$ cat config.mk
export PLATFORM = sky130hd
export DESIGN_NAME = ctm_core
export DESIGN_NICKNAME = d
export VERILOG_FILES = /design/src/common/ctm_pkg.sv /design/src/rtl/ctm_core.sv
export VERILOG_INCLUDE_DIRS = /design/src /design/src/common
export SDC_FILE = /design/constraint.sdc
export NUM_CORES = 1
export LEC_CHECK = 0
export BUFFER_PORTS_ARGS = -buffer_cell sky130_fd_sc_hd__buf_2
export CAP_MARGIN = 20
export CORE_ASPECT_RATIO = 1.25
export CORE_UTILIZATION = 40
export DETAILED_ROUTE_END_ITERATION = 10
export GPL_TIMING_DRIVEN = 0
export SLEW_MARGIN = 20
export SYNTH_ARGS = -nofsm -noshare
export SYNTH_HDL_FRONTEND = slang
export SYNTH_SLANG_ARGS = --single-unit
$ cat constraint.sdc
create_clock -name i_clk_sys -period 18.25 [get_ports i_clk_sys]
set_input_delay 5.475 -clock i_clk_sys [delete_from_list [all_inputs] [get_ports i_clk_sys]]
set_output_delay 5.475 -clock i_clk_sys [all_outputs]
set_load 0.005 [all_outputs]
$ cat src/common/ctm_core_regs.svh
`ifndef CTM_CORE_REGS_SVH
`define CTM_CORE_REGS_SVH

`define CTM_CLK_PERIOD_NS 10
`define CTM_NUM_CH 13
`define CTM_PROX_CH 4'hC
`define CTM_MAX_ELE 4'hC
`define CTM_FIRST_ELE 4'h0
// Charge time code n gives 0.5 us << (n-1): 0.5 us .. 32 us
`define CTM_TCHG_MIN_NS 500
`define CTM_TCHG_UNIT_CYC ((`CTM_TCHG_MIN_NS + `CTM_CLK_PERIOD_NS - 1) / `CTM_CLK_PERIOD_NS)
`define CTM_TCODE_MIN 3'h1
// Charge current code is in uA, 1..63
`define CTM_CUR_MIN 6'h01
`define CTM_CUR_SEED 6'h20
`define CTM_ACFG_TOP_BIT 3'h5
`define CTM_DISCH_NS 1000
`define CTM_DISCH_CYC (`CTM_DISCH_NS / `CTM_CLK_PERIOD_NS)
// Base sample period, shifted left by the interval code (1 ms .. 128 ms)
`define CTM_PERIOD_NS 1000000
`define CTM_PERIOD_CYC (`CTM_PERIOD_NS / `CTM_CLK_PERIOD_NS)
// Electrode config register fields
`define CTM_ELCFG_RUN_MSB 5
`define CTM_ELCFG_PROX_MSB 5
`define CTM_ELCFG_PROX_LSB 4
`define CTM_ELCFG_ELE_MSB 3

`endif

$ cat src/common/ctm_pkg.sv
package ctm_pkg;
   typedef logic [9:0] ctm_sample_t;
   typedef logic [7:0] ctm_base8_t;
   typedef logic [7:0] ctm_thr_t;
   typedef enum logic [2:0] {
      S_STOP      = 3'b000,
      S_START     = 3'b001,
      S_CHARGE    = 3'b010,
      S_CONVERT   = 3'b011,
      S_DISCHARGE = 3'b100,
      S_FILTER    = 3'b101,
      S_WAIT      = 3'b110
   } ctm_state_t;
endpackage : ctm_pkg

$ cat src/rtl/ctm_core.sv
`timescale 1ns/1ps
`default_nettype none
`include "ctm_core_regs.svh"

module ctm_core #(
   parameter int unsigned P_PERIOD_CYCLES = `CTM_PERIOD_CYC
) (
   input wire logic i_clk_sys,
   input wire logic i_sys_rst,
   input wire logic [7:0] i_electrode_config_reg,
   input wire logic [5:0] i_charge_current,
   input wire logic [2:0] i_charge_time,
   input wire logic [1:0] i_first_stage_sample_count,
   input wire logic [1:0] i_second_stage_sample_count,
   input wire logic [2:0] i_second_stage_sample_interval,
   input wire logic [2:0] i_base_shift_ele,
   input wire logic [2:0] i_base_shift_prox,
   input wire ctm_pkg::ctm_thr_t [12:0] i_touch_thr,
   input wire ctm_pkg::ctm_thr_t [12:0] i_release_thr,
   input wire logic [2:0] i_debounce_touch,
   input wire logic [2:0] i_debounce_release,
   input wire logic i_autocfg_start,
   input wire ctm_pkg::ctm_sample_t i_autocfg_target,
   input wire logic i_irq_ack,
   input wire logic i_adc_done,
   input wire ctm_pkg::ctm_sample_t i_adc_data,
   output logic [3:0] o_mux_sel,
   output logic [12:0] o_short_gnd,
   output logic o_charge_en,
   output logic [5:0] o_charge_current,
   output logic o_adc_start,
   output logic o_discharge,
   output logic o_autocfg_busy,
   output ctm_pkg::ctm_sample_t [12:0] o_filtered_data,
   output ctm_pkg::ctm_base8_t [12:0] o_baseline,
   output logic [12:0] o_touch_status,
   output logic o_irq_n
);
   import ctm_pkg::*;
   function automatic logic [12:0] ctm_onehot(input logic [3:0] ch);
      ctm_onehot = 13'h0001 << ch;
   endfunction : ctm_onehot
   ctm_state_t state_ff, nxt_state;
   logic [3:0] ch_ff, nxt_ch, mux_ff;
   logic [2:0] smp_ff, nxt_smp, acfg_bit_ff;
   logic [12:0] acc_ff, nxt_acc, init_ff, status_ff, short_ff;
   logic [31:0] timer_ff, nxt_timer;
   ctm_sample_t filt_ff [13];
   logic [9:0] base_ff [13];
   logic [2:0] deb_ff [13];
   logic [5:0] cur_ff [13];
   logic acfg_req_ff, acfg_act_ff, acfg_used_ff, irq_n_ff;
   logic chg_ff, adc_ff, dis_ff;
   logic [5:0] cur_out_ff;
   // Sequencing controls
   wire run = |i_electrode_config_reg[`CTM_ELCFG_RUN_MSB:0];
   wire prox_en = |i_electrode_config_reg[`CTM_ELCFG_PROX_MSB:`CTM_ELCFG_PROX_LSB];
   wire [3:0] ele_raw = i_electrode_config_reg[`CTM_ELCFG_ELE_MSB:0];
   wire [3:0] nele = (ele_raw > `CTM_MAX_ELE) ? `CTM_MAX_ELE : ele_raw;
   wire [3:0] first_ch = prox_en ? `CTM_PROX_CH : `CTM_FIRST_ELE;
   wire is_prox = (ch_ff == `CTM_PROX_CH);
   wire is_last = is_prox ? (nele == 4'h0) : ((ch_ff + 4'h1) >= nele);
   wire [3:0] next_ch = is_prox ? `CTM_FIRST_ELE : ch_ff + 4'h1;
   wire [2:0] tcode = (i_charge_time < `CTM_TCODE_MIN) ? `CTM_TCODE_MIN : i_charge_time;
   wire [31:0] tchg_cyc = 32'(`CTM_TCHG_UNIT_CYC) << (tcode - `CTM_TCODE_MIN);
   wire [31:0] wait_cyc = P_PERIOD_CYCLES << i_second_stage_sample_interval;
   wire [2:0] smp_max = 3'((4'h1 << i_first_stage_sample_count) - 4'h1);
   wire smp_last = (smp_ff == smp_max);

   always_comb begin
      nxt_state = state_ff;
      nxt_ch = ch_ff;
      nxt_smp = smp_ff;
      nxt_acc = acc_ff;
      nxt_timer = (timer_ff == 32'h0) ? 32'h0 : timer_ff - 32'h1;
      case (state_ff)
         S_STOP: begin
            if (run) begin
               nxt_state = S_START;
            end
         end
         S_START: begin
            nxt_ch = first_ch;
            nxt_smp = 3'h0;
            nxt_acc = 13'h0000;
            nxt_timer = tchg_cyc - 32'h1;
            nxt_state = S_CHARGE;
         end
         S_CHARGE: begin
            if (timer_ff == 32'h0) begin
               nxt_state = S_CONVERT;
            end
         end
         S_CONVERT: begin
            if (i_adc_done) begin
               nxt_acc = acc_ff + {3'h0, i_adc_data};
               nxt_timer = 32'(`CTM_DISCH_CYC) - 32'h1;
               nxt_state = S_DISCHARGE;
            end
         end
         S_DISCHARGE: begin
            if (timer_ff == 32'h0) begin
               if (smp_last) begin
                  nxt_state = S_FILTER;
               end else begin
                  nxt_smp = smp_ff + 3'h1;
                  nxt_timer = tchg_cyc - 32'h1;
                  nxt_state = S_CHARGE;
               end
            end
         end
         S_FILTER: begin
            nxt_acc = 13'h0000;
            nxt_smp = 3'h0;
            if (is_last) begin
               nxt_timer = wait_cyc - 32'h1;
               nxt_state = S_WAIT;
            end else begin
               nxt_ch = next_ch;
               nxt_timer = tchg_cyc - 32'h1;
               nxt_state = S_CHARGE;
            end
         end
         S_WAIT: begin
            if (timer_ff == 32'h0) begin
               nxt_state = S_START;
            end
         end
         default: begin
            nxt_state = S_STOP;
         end
      endcase
      if (!run) begin
         nxt_state = S_STOP;
      end
   end

   always_ff @(posedge i_clk_sys) begin
      if (i_sys_rst) begin
         state_ff <= S_STOP;
         ch_ff <= 4'h0;
         smp_ff <= 3'h0;
         acc_ff <= 13'h0000;
         timer_ff <= 32'h0;
      end else begin
         state_ff <= nxt_state;
         ch_ff <= nxt_ch;
         smp_ff <= nxt_smp;
         acc_ff <= nxt_acc;
         timer_ff <= nxt_timer;
      end
   end

   // Front-end drive, registered from next state
   wire meas_nxt = (nxt_state == S_CHARGE) || (nxt_state == S_CONVERT);
   wire [12:0] nxt_short = !meas_nxt ? 13'h1FFF :
                           (nxt_ch == `CTM_PROX_CH) ? 13'h0000 : ~ctm_onehot(nxt_ch);
   wire [5:0] cur_pick = acfg_used_ff ? cur_ff[nxt_ch] : i_charge_current;
   wire [5:0] cur_drive = (cur_pick < `CTM_CUR_MIN) ? `CTM_CUR_MIN : cur_pick;
   always_ff @(posedge i_clk_sys) begin
      if (i_sys_rst) begin
         mux_ff <= 4'h0;
         short_ff <= 13'h1FFF;
         chg_ff <= 1'b0;
         adc_ff <= 1'b0;
         dis_ff <= 1'b0;
         cur_out_ff <= `CTM_CUR_MIN;
      end else begin
         mux_ff <= nxt_ch;
         short_ff <= nxt_short;
         chg_ff <= (nxt_state == S_CHARGE);
         adc_ff <= (state_ff == S_CHARGE) && (nxt_state == S_CONVERT);
         dis_ff <= (nxt_state == S_DISCHARGE);
         cur_out_ff <= cur_drive;
      end
   end
   // Filter path for the channel just measured
   wire [9:0] s1 = 10'(acc_ff >> i_first_stage_sample_count);
   wire [9:0] filt_old = filt_ff[ch_ff];
   wire [9:0] base_old = base_ff[ch_ff];
   wire signed [10:0] d2 = $signed({1'b0, s1}) - $signed({1'b0, filt_old});
   wire [9:0] filt_new = init_ff[ch_ff] ? s1 :
                         filt_old + 10'(d2 >>> i_second_stage_sample_count);
   wire [2:0] bshift = is_prox ? i_base_shift_prox : i_base_shift_ele;
   wire signed [10:0] d3 = $signed({1'b0, filt_new}) - $signed({1'b0, base_old});
   wire [9:0] base_new = init_ff[ch_ff] ? filt_new : base_old + 10'(d3 >>> bshift);
   // Count drops as capacitance rises, so a touch pulls data below baseline
   wire [10:0] touch_lvl = {1'b0, filt_new} + {3'h0, i_touch_thr[ch_ff]};
   wire [10:0] rel_lvl = {1'b0, filt_new} + {3'h0, i_release_thr[ch_ff]};
   wire touch_cand = ({1'b0, base_new} > touch_lvl);
   wire rel_cand = ({1'b0, base_new} < rel_lvl);
   wire cur_stat = status_ff[ch_ff];
   wire want_flip = cur_stat ? rel_cand : touch_cand;
   wire [2:0] deb_need = cur_stat ? i_debounce_release : i_debounce_touch;
   wire [3:0] deb_inc = {1'b0, deb_ff[ch_ff]} + 4'h1;
   wire flip = want_flip && (deb_inc > {1'b0, deb_need});
   wire [2:0] deb_new = (want_flip && !flip) ? deb_inc[2:0] : 3'h0;
   wire do_filt = (state_ff == S_FILTER);
   // Successive approximation on current, one bit per scan cycle
   wire [5:0] bit_mask = 6'h01 << acfg_bit_ff;
   wire [5:0] low_mask = (acfg_bit_ff == 3'h0) ? 6'h00 : 6'h01 << (acfg_bit_ff - 3'h1);
   wire [5:0] cur_trim = (s1 > i_autocfg_target) ? (cur_ff[ch_ff] & ~bit_mask) : cur_ff[ch_ff];
   wire [5:0] cur_new = cur_trim | low_mask;
   always_ff @(posedge i_clk_sys) begin
      if (i_sys_rst) begin
         for (int i = 0; i < `CTM_NUM_CH; i++) begin
            filt_ff[i] <= 10'h000;
            base_ff[i] <= 10'h000;
            deb_ff[i] <= 3'h0;
         end
         init_ff <= 13'h1FFF;
         status_ff <= 13'h0000;
      end else if (do_filt) begin
         filt_ff[ch_ff] <= filt_new;
         base_ff[ch_ff] <= base_new;
         deb_ff[ch_ff] <= deb_new;
         init_ff[ch_ff] <= 1'b0;
         status_ff[ch_ff] <= cur_stat ^ flip;
      end
   end

   always_ff @(posedge i_clk_sys) begin
      if (i_sys_rst) begin
         for (int i = 0; i < `CTM_NUM_CH; i++) begin
            cur_ff[i] <= `CTM_CUR_SEED;
         end
         acfg_req_ff <= 1'b0;
         acfg_act_ff <= 1'b0;
         acfg_used_ff <= 1'b0;
         acfg_bit_ff <= `CTM_ACFG_TOP_BIT;
      end else if (i_autocfg_start && !acfg_act_ff) begin
         for (int i = 0; i < `CTM_NUM_CH; i++) begin
            cur_ff[i] <= `CTM_CUR_SEED;
         end
         acfg_req_ff <= 1'b1;
         acfg_used_ff <= 1'b1;
         acfg_bit_ff <= `CTM_ACFG_TOP_BIT;
      end else if (acfg_req_ff && state_ff == S_START) begin
         acfg_req_ff <= 1'b0;
         acfg_act_ff <= 1'b1;
      end else if (acfg_act_ff && do_filt) begin
         cur_ff[ch_ff] <= cur_new;
         if (is_last) begin
            acfg_act_ff <= (acfg_bit_ff != 3'h0);
            acfg_bit_ff <= (acfg_bit_ff == 3'h0) ? 3'h0 : acfg_bit_ff - 3'h1;
         end
      end
   end

   // Interrupt held low until acknowledged; a new event wins over the ack
   wire flip_evt = do_filt && flip;
   always_ff @(posedge i_clk_sys) begin
      if (i_sys_rst) begin
         irq_n_ff <= 1'b1;
      end else begin
         irq_n_ff <= !(flip_evt || (!irq_n_ff && !i_irq_ack));
      end
   end

   generate
      for (genvar g = 0; g < `CTM_NUM_CH; g++) begin : g_out
         assign o_filtered_data[g] = filt_ff[g];
         assign o_baseline[g] = base_ff[g][9:2];
      end
   endgenerate

   assign o_mux_sel = mux_ff;
   assign o_short_gnd = short_ff;
   assign o_charge_en = chg_ff;
   assign o_charge_current = cur_out_ff;
   assign o_adc_start = adc_ff;
   assign o_discharge = dis_ff;
   assign o_autocfg_busy = acfg_act_ff;
   assign o_touch_status = status_ff;
   assign o_irq_n = irq_n_ff;

   // Checking helpers
   logic [31:0] chg_len_ff, chg_exp_ff;
   always_ff @(posedge i_clk_sys) begin
      if (i_sys_rst) begin
         chg_len_ff <= 32'h0;
         chg_exp_ff <= 32'h0;
      end else begin
         chg_len_ff <= o_charge_en ? chg_len_ff + 32'h1 : 32'h0;
         if (state_ff != S_CHARGE && nxt_state == S_CHARGE) begin
            chg_exp_ff <= tchg_cyc;
         end
      end
   end
endmodule : ctm_core
`default_nettype wire

# ---- Word level (Yosys, flattened, before mapping)
# Memories as Yosys holds them, arrays and structs flattened. A register that Yosys moved wholly into a read port is not among the register bits.
# Cells that the tools add are included.
dict set report word_totals {
  ramBits 377
  mem_count 4
  out_inout_bits 275
  wordCells 229
  in_bits 269
  register_bits 110
}
# memory depth word_bits read_ports rd_ports_with_merged_regs write_ports line
set mem_list {}
lappend mem_list {base_ff 13 10 14 1 13 ctm_core.sv:49} ;# logic [9:0] base_ff [13];
lappend mem_list {filt_ff 13 10 14 1 13 ctm_core.sv:48} ;# ctm_sample_t filt_ff [13];
lappend mem_list {cur_ff 13 6 2 1 13 ctm_core.sv:51} ;# logic [5:0] cur_ff [13];
lappend mem_list {deb_ff 13 3 1 1 13 ctm_core.sv:50} ;# logic [2:0] deb_ff [13];
dict set report classes {
  shifts 9
  n_mux 95
  bitwise 23
  n_eq_ne 15
  magnitude_cmp 10
  add_sub_neg 16
  reduce_logical 40
}
# op count
set ops {}
lappend ops {{two-way mux 32 bit} 5}
lappend ops {{case mux 32 bit (4 select lines)} 1}
lappend ops {{two-way mux 6 bit} 17}
lappend ops {{subtractor 32 x 1 -> 32 bit (second input constant)} 3}
lappend ops {{binary-select mux 8 bit (select 4 bit)} 2}
lappend ops {{two-way mux 4 bit} 12}
lappend ops {{two-way mux 3 bit} 15}
lappend ops {{two-way mux 10 bit} 4}
lappend ops {{zero test 32 bit} 1}
lappend ops {{<< shifter 17 x 3 -> 32 bit (first input constant)} 1}
lappend ops {{<< shifter 6 x 3 -> 32 bit (first input constant)} 1}
lappend ops {{two-way mux 1 bit} 27}
lappend ops {{two-way mux 13 bit} 2}
lappend ops {{inverter 13 bit} 2}
lappend ops {{case mux 13 bit (2 select lines)} 1}
lappend ops {{adder 10 x 8 -> 11 bit} 2}
lappend ops {{subtractor 10 x 10 -> 11 bit} 2}
lappend ops {{case mux 3 bit (7 select lines)} 1}
lappend ops {{adder 10 bit} 2}
lappend ops {{OR reduction 10 bit} 2}
lappend ops {{two-way mux 8 bit} 2}
lappend ops {{adder 13 x 10 -> 13 bit} 1}
lappend ops {{AND 13 bit} 1}
lappend ops {{bitwise mux 13 bit} 1}
lappend ops {{other kinds (48)} 100}

# ---- Longest topological paths before layout
dict set report depth {
  ltp_word 16
  mapped_depth 63
  ltp_nobuf 52
}

# ---- Least setup slack after synthesis
# OpenSTA, ideal clock, no wires.
dict set report synth_path {
  kind {input port to flip-flop}
  startpoint {in i_first_stage_sample_count[1]}
  endpoint {mem deb_ff[6][0] (data pin)}
  slack_ns 2.933
  setup_ns 0.142
  path_buffers 5
  path_stages 55
  required_ns 18.108
  arrival_time_ns 15.175
  path_cell_list {buf_2 > buf_2 > mux2i_1 > nand2_1 > o21ai_0 > inv_1 > ha_1 > nor2b_1 > o2111ai_1 > nand2_1 > a21o_1 > a21oi_1 > xnor2_1 > mux2_2 > nand2_1 > o21ai_0 > ha_1 > or3_1 > [19 not listed] > xnor2_1 > or2_2 > mux2i_1 > nor3_2 > buf_6 > inv_2 > ha_1 > nand4_1 > nor3_1 > a21oi_1 > mux2_2 > o2111ai_1 > a21o_1 > o211a_1 > or3_1 > buf_2 > buf_6 > nor2_1}
}
# element line
set synth_rtl {}
lappend synth_rtl {{start, declared} ctm_core.sv:13} ;# input wire logic [1:0] i_first_stage_sample_count,
lappend synth_rtl {{end, declared} ctm_core.sv:50}

# ---- Worst setup path in the final report
dict set report layout_path {
  startpoint {in i_first_stage_sample_count[0]}
  endpoint {reg status_ff[10], in the netlist o_touch_status[10]}
}
dict set report layout_between {
  elab_chain_cells 14
  elab_cells_between_ends 17
  cone_classes {6 x add/sub; 2 x order compare; 3 x shift; 4 x mux; 1 x bitwise; 1 x reduce/logical}
}
# element line
set layout_rtl {}
lappend layout_rtl {{right shift 13 x 2 -> 10 bit (*)} ctm_core.sv:178} ;# wire [9:0] s1 = 10'(acc_ff >> i_first_stage_sample_count);
lappend layout_rtl {{subtractor 10 x 10 -> 11 bit} ctm_core.sv:181} ;# wire signed [10:0] d2 = $signed({1'b0, s1}) - $signed({1'b0, filt_old});
lappend layout_rtl {{>>> shifter 11 x 2 -> 10 bit} ctm_core.sv:183} ;# filt_old + 10'(d2 >>> i_second_stage_sample_count);
lappend layout_rtl {{adder 10 bit} ctm_core.sv:183}
lappend layout_rtl {{two-way mux 10 bit (*)} ctm_core.sv:182} ;# wire [9:0] filt_new = init_ff[ch_ff] ? s1 :
lappend layout_rtl {{via filt_new[9]} ctm_core.sv:182}
lappend layout_rtl {{subtractor 10 x 10 -> 11 bit} ctm_core.sv:185} ;# wire signed [10:0] d3 = $signed({1'b0, filt_new}) - $signed({1'b0, base_old});
lappend layout_rtl {{>>> shifter 11 x 3 -> 10 bit} ctm_core.sv:186} ;# wire [9:0] base_new = init_ff[ch_ff] ? filt_new : base_old + 10'(d3 >>> bshift);
lappend layout_rtl {{adder 10 bit} ctm_core.sv:186}
lappend layout_rtl {{two-way mux 10 bit (*)} ctm_core.sv:186}
lappend layout_rtl {{via base_new[9]} ctm_core.sv:186}
lappend layout_rtl {{> comparator 10 x 11 -> 1 bit or less-than comparator 10 x 11 -> 1 bit (tied branches)} {ctm_core.sv:190, ctm_core.sv:191}}
lappend layout_rtl {{two-way mux 1 bit (*)} ctm_core.sv:193} ;# wire want_flip = cur_stat ? rel_cand : touch_cand;
lappend layout_rtl {{logical AND 1 bit (*)} ctm_core.sv:196} ;# wire flip = want_flip && (deb_inc > {1'b0, deb_need});
lappend layout_rtl {{bitwise XOR 1 bit (*)} ctm_core.sv:218} ;# status_ff[ch_ff] <= cur_stat ^ flip;
lappend layout_rtl {{bitwise mux 13 bit (*)} ctm_core.sv:218}
lappend layout_rtl {{end signal, assigned by index} ctm_core.sv:218}
lappend layout_rtl {{end, declared} ctm_core.sv:46} ;# logic [12:0] acc_ff, nxt_acc, init_ff, status_ff, short_ff;
# Mark *: on every way through the listed nets, which the timed path passes. The rest lies on a longest branch.
# A chain may end at the register's enable or synchronous reset.

==> flow_summary_export.csv <==
group,metric,value,unit
global_routing,grt_start_max_net_pins,22,
sta,slew-limit-headroom,22.6,%
route,route.detailed.wl_per_inst,28.7,µm
setup_path,ff2ff_path_depth,61,
synthesis,fraction_of_the_yosys_area_taken_by_sequential_cells,48.3,%
global_routing,grt_first_pass_wirelength,187000,µm
setup_path,critical_path.most_common_cell,"a21oi_1",
cells_and_area,multiInputGateArea,15200,µm²
synthesis,synth_top_cells_by_count,"nor2_1 (503), edfxtp_1 (464), mux4_2 (186)",
setup_path,crit_type,"in -> reg",
floorplanning,die_height,325,µm
cts,cts-buffers-inserted,60,
sta,finClkSkew,0.0601,ns
cells_and_area,final-seq-area,16100,µm²
setup_path,cp_num_buf_inv,6,
synthesis,yosysTopAreaCell,"edfxtp_1",
worst_hold_path,min-delay-start,"init_ff[8]",
sta,count_of_endpoints_failing_hold_in_the_final_timing_report,0,
sta,rsz0062_at_grt,"false",
synthesis,synthTopCellsByArea,"edfxtp_1 (42%), mux4_2 (13%), dfxtp_1 (6.6%), nor2_1 (5.7%), ha_1 (4.3%)",
synthesis,async_set_reset_flop_share_out_of_synthesis,0,%
sta,finalCritPeriodShare,95.7,%
worst_hold_path,min_delay_worst_endpoint,"init_ff[8]",
global_routing,antenna_found_initial,9,
cts,cts.reportedPaths.clkPinSlew,0.06,ns
placed_design,port_buffers,536,
cts,cts.hold.buffers_added,0,
sta,setup_viol_count_final,0,
cts,tritoncts,"done",
setup_path,worstSetupStartpointType,"input port",
job,max_cap_viol_count,0,
setup_path,reg2reg_setup_slack,1.21,ns
route,drcViolationCount,0,
cts,clock_tree.htree_level_count,2,
power_and_ir_drop,static-leakage-power,15.5,nW
status,status,"finished, final reports clean",
cells_and_area,n_fill_cell,7675,
route,drt_first_pass_iters,6,
global_routing,grt_remaining_overflow,0,
route,drt-initial-drc-count,2964,
synthesis,synth-edff-count,464,
power_and_ir_drop,cellPowerDensity,105,nW/µm²
cts,clock_insertion_delay_at_the_later_pin_of_the_skew_report,0.68,ns
global_routing,via_count_of_the_first_global_routing_pass,27170,
cells_and_area,fin_cells,4649,
synthesis,total_standard_cell_area_after_synthesis,33400,µm²
setup_path,worst-endpoint-required,18.74,ns
sta,slew_violations,0,
floorplanning,floorplan.die_area,84600,µm²
synthesis,synth.ff_latch_count,574,
route,route.antenna.remaining_nets,0,
setup_path,timing.critical_path.max_delay_family,"compound AO/OA/AOI/OAI gates",
power_and_ir_drop,report.power.total,0.00420,W
synthesis,post-synth-top-area-fraction,41.7,%
sta,timing_worst_slew_pin_value,1.16,ns
setup_path,r2r_end,"o_touch_status[10]",
floorplanning,core_area,82700,µm²
route,via_count,27915,
cells_and_area,final_layout_net_count,3904,
cts,cts_root_buffer,"clkbuf_16",
setup_path,cp_data_arrival_time,17.95,ns
cts,postCtsResizedCells,0,
setup_path,critical-path-max-stage-delay,0.68,ns
floorplanning,die_width,260,µm
sta,fmaxAchievable,57.3,MHz
placed_design,gp_routability_congestion,0.964,
worst_hold_path,min_path_cells,2,
floorplanning,fp-row-count,118,
setup_path,worstPathMaxFanout,10,
cts,ctsLongestPathBuffers,3,
synthesis,postSynth.topFlopCell,"edfxtp_1",
worst_hold_path,min-delay-path-class,"reg -> reg",
route,wirelength,133000,µm
setup_path,worst_setup_path_end_kind,"flip-flop",
synthesis,yosys_warnings,0,
sta,timing.final.crit_period,17.46,ns
setup_path,worstReg2RegStart,"o_mux_sel[1]",
global_routing,grt_util_all_layers,30.9,%
power_and_ir_drop,worst_ir_drop_vdd,0.0000987,V
floorplanning,io_pins,544,
placed_design,dp_hpwl,103000,µm
cells_and_area,drive_gt1_share,30.2,%
placed_design,place.detailed.instances,4530,
setup_path,cpMaxStageDelayCell,"a32oi_1",
synthesis,avgSynthCellArea,11.5,µm²
cts,post-cts-setup-buffer-count,0,
floorplanning,floorplan.initialDensity,40.4,%
synthesis,yosys.cell_count.top_type,"nor2_1",
cells_and_area,layout-area-overhead-vs-synth,19.6,%
synthesis,netlist_instances,2897,
cts,cts.sinks,574,
synthesis,syn-num-nets,3289,
synthesis,synth_cell_types,102,
route,post_drt_via_cell_ratio,6.00,
-- power by group --
part	internal (W)	switching, W
clock network	0.000706	0.000558
registers	0.00149	0.0000560
logic	0.000538	0.000852
-- metal layers --
| layer | GRT usage [%] | part of all wire [%] | up-vias |
|---|---|---|---|
| met5 | 0 | 0.029 | - |
| li1 | - | - | 11939 |
| met3 | 6.70 | 10 | 276 |
| met1 | 38.2 | 36 | 13979 |
| met2 | 51.4 | 48 | 1715 |
| met4 | 14.1 | 5.1 | 6 |
-- flip-flops by register name, indices dropped and copies added (netlist names), 13 cells and up --
register,flops
deb_ff,48
init_ff,13
timer_ff,32
base_ff,160
filt_ff,160
cur_ff,96
o_short_gnd,13
o_touch_status,13
acc_ff,13
-- worst reg2reg max path: cells and delay by family, from the launching register on --
kind | cells | cell delay, ns
AO/OA/AOI/OAI | 21 | 4.68
XOR/XNOR | 3 | 0.47
multiplexers | 6 | 1.99
adder cells (fa/ha/maj) | 6 | 2.09
buffers and inverters | 15 | 5.52
AND/OR/NAND/NOR | 10 | 1.62
flip-flops | 1 | 0.51
-- how the worst max path moves through the flow --
| stage | startpoint | end | slack (ns) | depth (start not counted) |
|---|---|---|---|---|
| after global routing | i_first_stage_sample_count[0] | deb_ff[13][2] | 0.03 | 49 |
| after detailed placement | i_first_stage_sample_count[1] | deb_ff[6][0] | -0.05 | 53 |
| after global placement | i_first_stage_sample_count[1] | deb_ff[7][0] | 0.03 | 53 |
| after floorplan | i_first_stage_sample_count[1] | deb_ff[6][0] | 2.93 | 55 |
| final | i_first_stage_sample_count[0] | o_touch_status[10] | 0.79 | 52 |
| after CTS | i_first_stage_sample_count[1] | deb_ff[10][1] | 0.62 | 53 |
-- placed cells by master, fill, tap and decap left out, drive strengths merged, types with 38 or more instances in the layout --
cell and n:
ha 116, mux2i 66, a21o 40, nand2 163
buf 718, xnor2 65, mux4 192, a21oi 112
dfxtp 110, nor3 38, o21ai 77, edfxtp 464
inv 134, clkbuf 213, nand3 49, nor2 514
-- logic make-up (layout without fill, tap and decap cells) --
group	after synthesis	after routing	share of synthesized area [%]
simple gates	897	897	11.7
flops	574	574	48.3
compound gates	499	499	10.3
buf+inv	429	1096	6.48
mux	275	275	15.6
fa+ha+maj	128	128	4.92
xor+xnor	95	95	2.56
other cells	0	5	0
-- area by class of cell --
cell class,instances,area share [%]
sequential,574,40.4
multi-input combinational,1894,38.0
timing repair buffer,553,7.69
buffer,296,4.18
clock buffer,82,4.12
tap,1080,3.39
inverter,133,1.26
clock inverter,32,0.887
antenna,5,0.0314
-- per-stage QoR --
| stage | util, % | hold WS [ns] | TNS (ns) | setup slack, ns | area, µm² |
|---|---|---|---|---|---|
| CTS | 48.2 | 0.470 | 0 | 0.620 | 39900 |
| finish | 48.3 | 0.473 | 0 | 0.793 | 39900 |
| global route | 48.3 | 0.492 | 0 | 0.0299 | 39900 |
| detailed placement | 45.8 | 0.458 | -0.529 | -0.0502 | 37900 |
| global placement | 45.2 | 0.450 | 0 | 0.0285 | 37400 |
| floorplan | - | 0.435 | 0 | 2.93 | 33400 |
Power figures use the tool's default switching activity.
